--- config.mk ---
export PLATFORM = sky130hd
export DESIGN_NAME = stack_and_priority_mask_ctrl
export DESIGN_NICKNAME = d
export VERILOG_FILES = /design/src/hdl/spmask_pkg.sv /design/src/hdl/prio_floor_cmp.sv /design/src/hdl/stack_and_priority_mask_ctrl.sv
export SDC_FILE = /design/constraint.sdc
export NUM_CORES = 1
export LEC_CHECK = 0
export BUFFER_PORTS_ARGS = -buffer_cell sky130_fd_sc_hd__buf_4
export CORE_UTILIZATION = 35
export DETAILED_ROUTE_END_ITERATION = 12
export GPL_TIMING_DRIVEN = 1
export PLACE_DENSITY_LB_ADDON = 0.12
export REMOVE_ABC_BUFFERS = 1
export SLEW_MARGIN = 20
export SYNTH_ARGS = -nofsm -noshare
export SYNTH_HDL_FRONTEND = slang
export SYNTH_HIERARCHICAL = 1
export SYNTH_SLANG_ARGS = --single-unit
--- constraint.sdc ---
create_clock -name MCLK -period 1.5 [get_ports MCLK]
set_clock_uncertainty 0.05 [all_clocks]
set_input_delay 0.15 -clock MCLK [delete_from_list [all_inputs] [get_ports MCLK]]
set_output_delay 0.15 -clock MCLK [all_outputs]
set_load 0.005 [all_outputs]
--- src/hdl/spmask_pkg.sv ---
// Constants and carrier types for the stack select and priority floor block
package spmask_pkg;
  localparam int SREG_SEL_W       = 2;
  localparam logic [1:0] SREG_PRIO_FLOOR = 2'h1;
  localparam logic [1:0] SREG_THREAD_CTL = 2'h2;
  localparam int FLOOR_LSB        = 5;
  localparam int FLOOR_W          = 3;
  localparam int ASEL_BIT         = 1;
  localparam int TPRIV_BIT        = 0;
  localparam logic [2:0] FLOOR_RST = 3'h0;
  localparam logic       ASEL_RST  = 1'b0;
  localparam logic       TPRIV_RST = 1'b0;
  localparam int ERC_SPSEL_BIT    = 2;
  localparam int ERC_THREAD_BIT   = 3;
  localparam int ERC_W            = 4;

  typedef struct packed {
    logic                  wr;
    logic                  rd;
    logic [SREG_SEL_W-1:0] sel;
    logic [31:0]           wdata;
    logic                  privileged;
    logic                  handler;
  } sreg_req_t;

  typedef struct packed {
    logic       entry;
    logic       ret;
    logic [ERC_W-1:0] code;
  } exc_evt_t;

  typedef struct packed {
    logic [FLOOR_W-1:0] floor;
    logic               asel;
    logic               tpriv;
    logic [31:0]        rdata;
    logic               rvalid;
    logic               use_psp;
    logic               unpriv;
  } ctl_state_t;
endpackage

--- src/hdl/prio_floor_cmp.sv ---
// Priority floor comparison against a candidate exception level
`timescale 1ns/1ps
module prio_floor_cmp (
  input  wire logic [spmask_pkg::FLOOR_W-1:0] floor,
  input  wire logic [spmask_pkg::FLOOR_W-1:0] level,
  output logic                                blocked
);
  import spmask_pkg::*;
  // Level 0 is highest; floor 0 disables masking
  assign blocked = (floor != FLOOR_RST) && (level >= floor);
endmodule

--- src/hdl/stack_and_priority_mask_ctrl.sv ---
// Thread control and priority floor special registers of the core
`timescale 1ns/1ps
module stack_and_priority_mask_ctrl (
  input  wire logic                                MCLK,
  input  wire logic                                RST_N,
  input  wire spmask_pkg::sreg_req_t               SREG_REQ,
  input  wire spmask_pkg::exc_evt_t                EXC_EVT,
  input  wire logic [spmask_pkg::FLOOR_W-1:0]      EXC_LEVEL,
  output logic [31:0]                              SREG_RDATA,
  output logic                                     SREG_RVALID,
  output logic                                     USE_PSP,
  output logic                                     THREAD_UNPRIV,
  output logic [spmask_pkg::FLOOR_W-1:0]           PRIO_FLOOR,
  output logic                                     EXC_BLOCKED
);
  import spmask_pkg::*;

  ctl_state_t st_r;
  ctl_state_t st_nxt;
  logic       blk_nxt;
  logic       blk_r;
  logic       handler_after;

  // Compare result is registered so the blocking answer leaves from a flop like the rest
  prio_floor_cmp u_cmp (
    .floor   (st_r.floor),
    .level   (EXC_LEVEL),
    .blocked (blk_nxt)
  );

  always_comb begin
    st_nxt        = st_r;
    st_nxt.rvalid = 1'b0;
    st_nxt.rdata  = 32'h0000_0000;
    // Mode follows the request flag unless an event changes it this cycle
    handler_after = SREG_REQ.handler;
    if (SREG_REQ.rd && SREG_REQ.privileged) begin
      st_nxt.rvalid = 1'b1;
      case (SREG_REQ.sel)
        SREG_PRIO_FLOOR: st_nxt.rdata[FLOOR_LSB +: FLOOR_W] = st_r.floor;
        SREG_THREAD_CTL: begin
          st_nxt.rdata[ASEL_BIT]  = st_r.asel;
          st_nxt.rdata[TPRIV_BIT] = st_r.tpriv;
        end
        default: st_nxt.rdata = 32'h0000_0000;
      endcase
    end
    if (SREG_REQ.wr && SREG_REQ.privileged) begin
      case (SREG_REQ.sel)
        SREG_PRIO_FLOOR: st_nxt.floor = SREG_REQ.wdata[FLOOR_LSB +: FLOOR_W];
        SREG_THREAD_CTL: begin
          st_nxt.tpriv = SREG_REQ.wdata[TPRIV_BIT];
          if (!SREG_REQ.handler)
            st_nxt.asel = SREG_REQ.wdata[ASEL_BIT];
        end
        default: st_nxt.floor = st_r.floor;
      endcase
    end
    // Exception sequencing outranks a same-cycle register write
    if (EXC_EVT.entry) begin
      st_nxt.asel   = 1'b0;
      handler_after = 1'b1;
    end else if (EXC_EVT.ret) begin
      handler_after = !EXC_EVT.code[ERC_THREAD_BIT];
      st_nxt.asel   = EXC_EVT.code[ERC_SPSEL_BIT];
    end
    st_nxt.use_psp = st_nxt.asel && !handler_after;
    st_nxt.unpriv  = st_nxt.tpriv && !handler_after;
  end

  always_ff @(posedge MCLK) begin
    if (!RST_N) begin
      st_r       <= '0;
      st_r.floor <= FLOOR_RST;
      st_r.asel  <= ASEL_RST;
      st_r.tpriv <= TPRIV_RST;
      blk_r      <= 1'b0;
    end else begin
      st_r  <= st_nxt;
      blk_r <= blk_nxt;
    end
  end

  assign SREG_RDATA    = st_r.rdata;
  assign SREG_RVALID   = st_r.rvalid;
  assign USE_PSP       = st_r.use_psp;
  assign THREAD_UNPRIV = st_r.unpriv;
  assign PRIO_FLOOR    = st_r.floor;
  assign EXC_BLOCKED   = blk_r;
endmodule

==> results.md <==
* Outcome: complete, no violations
* Clk root buf: clkbuf_4
* Vias in the first global route at 486
* Clk Latency, worst-skew pair at 0.27 ns
* Worst Path Required at 1.62 ns
* Most common cell after layout, fill and taps aside: buf_4
* Yosys reg bits at 14
* Share of cells above drive strength 1 at 32.77%
* Final Cycle Share at 84.11%
* CP max FO at 5
* Gr ovfl total at 0
* Die Wd at 51.78 µm
* Wirelength per Cell at 8.810 µm
* Placed cell area at 969.7 µm²
* Critical path class: reg -> reg
* Ports at 88
* Final RePlAce weighted congestion at 0.7677
* Setup TNS at 0 ns
* Maxcap violations at 0
* CTS sink cnt at 14
* Nets at 172
* Hold/Removal Path Class: in -> reg
* PwrDens at 745.4 nW/µm²
* CTS max path bufs at 2
* Initial antenna violation count at 0
* Final setup fails at 0
* Global Route Usage Sum at 10.60%
* Routed vias at 591
* Maximum vdd drop at 0.2826 mV
* Post-cts sizing count at 0
* Starting Density at 38.10%
* Max-slew violation count at 0
* Die Y at 51.78 µm
* Area Overhead vs Synth at 16.02%
* Fin. Hold Viols at 0
* Initial DRC count at 2
* Syn_area_per_cell at 9.323 µm²
* ANT nets after route at 0
* Clock-pin slew on the worst setup and hold paths at 0.08 ns
* Number of diodes at 0
* Commonest cells after routing, fill and taps aside: buf_4 (31), conb_1 (27), dfxtp_1 (14)
* Final WS setup at 0.2383 ns
* Final wirelength at 1295 µm
* Routed vias/inst at 4.020
* HPWL Detailed at 1089 µm
* Setup bufs post-CTS at 0
* # rows at 17
* Unrepaired setup endpoints after global routing: false
* Cts bufs inserted at 3
* Post-synthesis sequential area ratio at 32.32%
* Fin Hold WS at 0.08928 ns
* Die ar. at 2681 µm²
* YS warnings at 6
* Cell count after synthesis at 93
* Lkg Pwr at 0.0005334 µW
* CTS H-Tree Depth at 1
* Largest net degree at the start of global routing at 9
* CP endpoint kind: register
* Fmax at 792.6 MHz
* TritonRoute pass-1 iters at 2
* Setup crit start kind: register
* Drc violations at 0
* DP Worst Slack at 0.2510 ns
* Global-route wire length before repair at 2090 µm
* CTS tree: yes
* Cell Area, Synth at 867.1 µm²
* Hold Buf Count CTS at 0
* Final instance area at 1006 µm²
* Core area at 2276 µm²
* I/O Buffers at 31
* Min cycle time layout at 1.262 ns
* Synth cell types at 22
* Worst EP arrival at 1.38 ns
-- metal layers --
layer / up-vias / track usage [%] / part of all wire [%]
met1: 259 / 11.52 / 41
met3: 2 / 2.632 / 8.9
met2: 38 / 18.83 / 49
li1: 292 / - / -
met5: - / 0 / 0
met4: 0 / 5.405 / 1.5
-- sequential cells by signal, summed over array words and instances (netlist names) --
name,flops
SREG_RVALID,1
PRIO_FLOOR,3
SREG_RDATA,5
EXC_BLOCKED,1
USE_PSP,1
THREAD_UNPRIV,1
st_r,2
-- cells by family (layout without fill, tap and decap cells) --
family,after synthesis,after routing,share of synthesized area (%)
and+or+nand+nor,28,28,22.51
adders and majority gates,3,3,4.329
buffers and inverters,39,39,32.03
muxes,5,5,6.349
AOI/OAI and AO/OA,3,3,2.021
other,1,27,0.4325
DFF,14,14,32.32
-- worst paths after layout --
kind | startpoint | end | slack [ns] | cells after the start
setup / recovery | PRIO_FLOOR[2] | EXC_BLOCKED | 0.24 | 5
hold / removal | SREG_REQ[8] | PRIO_FLOOR[1] | 0.09 | 3
setup reg to reg | PRIO_FLOOR[2] | EXC_BLOCKED | 0.24 | 5
hold reg to reg | st_r[35] | SREG_RDATA[0] | 0.43 | 1
-- cell type report --
class | count | area, µm²
multi-input combinational | 66 | 406.6
clock buffer | 4 | 36.28
tap | 28 | 35.03
fill | 238 | 1270
inverter | 4 | 15.01
timing repair buffer | 31 | 232.7
sequential | 14 | 280.3
-- synthesized netlist by cell type --
library cell	instances	area (µm²)
buf_4	35	262.8
a21o_1	1	7.510
nand3_1	2	10.01
dfxtp_1	14	280.3
nor3_2	1	10.01
a21oi_1	2	10.01
nand2b_1	2	12.51
ha_1	3	37.54
or3b_2	1	8.760
nor3b_1	3	22.52
nor2b_1	4	25.02
nand2_1	1	3.750
and2_1	6	37.54
mux2_4	1	15.01
nor3_1	2	10.01
nor2_1	2	7.510
nand4b_1	2	17.52
mux2i_1	4	40.04
or2_0	1	6.260
conb_1	1	3.750
inv_1	4	15.01
nand4b_4	1	23.77
-- per-stage QoR --
step           total power, µW  utilization [%]  std cells
3_5_place_dp             499.8            42.61        143
2_1_floorplan            440.2                -         84
6_report                 749.9            44.20        147
4_1_cts                  760.7            44.20        147
3_3_place_gp             498.1            42.61        143
5_1_grt                  797.4            44.20        147
-- power by group --
group / switching, µW / internal [µW] / total [µW]
Combinational: 50.3 / 60.1 / 110
Clock: 111 / 147 / 258
Sequential: 3.98 / 377 / 381
-- critical path, stage by stage (launching register included) --
cell     delay (ns)
dfxtp_1        0.40
inv_1          0.06
ha_1           0.30
a21oi_1        0.13
a21oi_1        0.08
and2_1         0.15
Power figures use the tool's default switching activity.
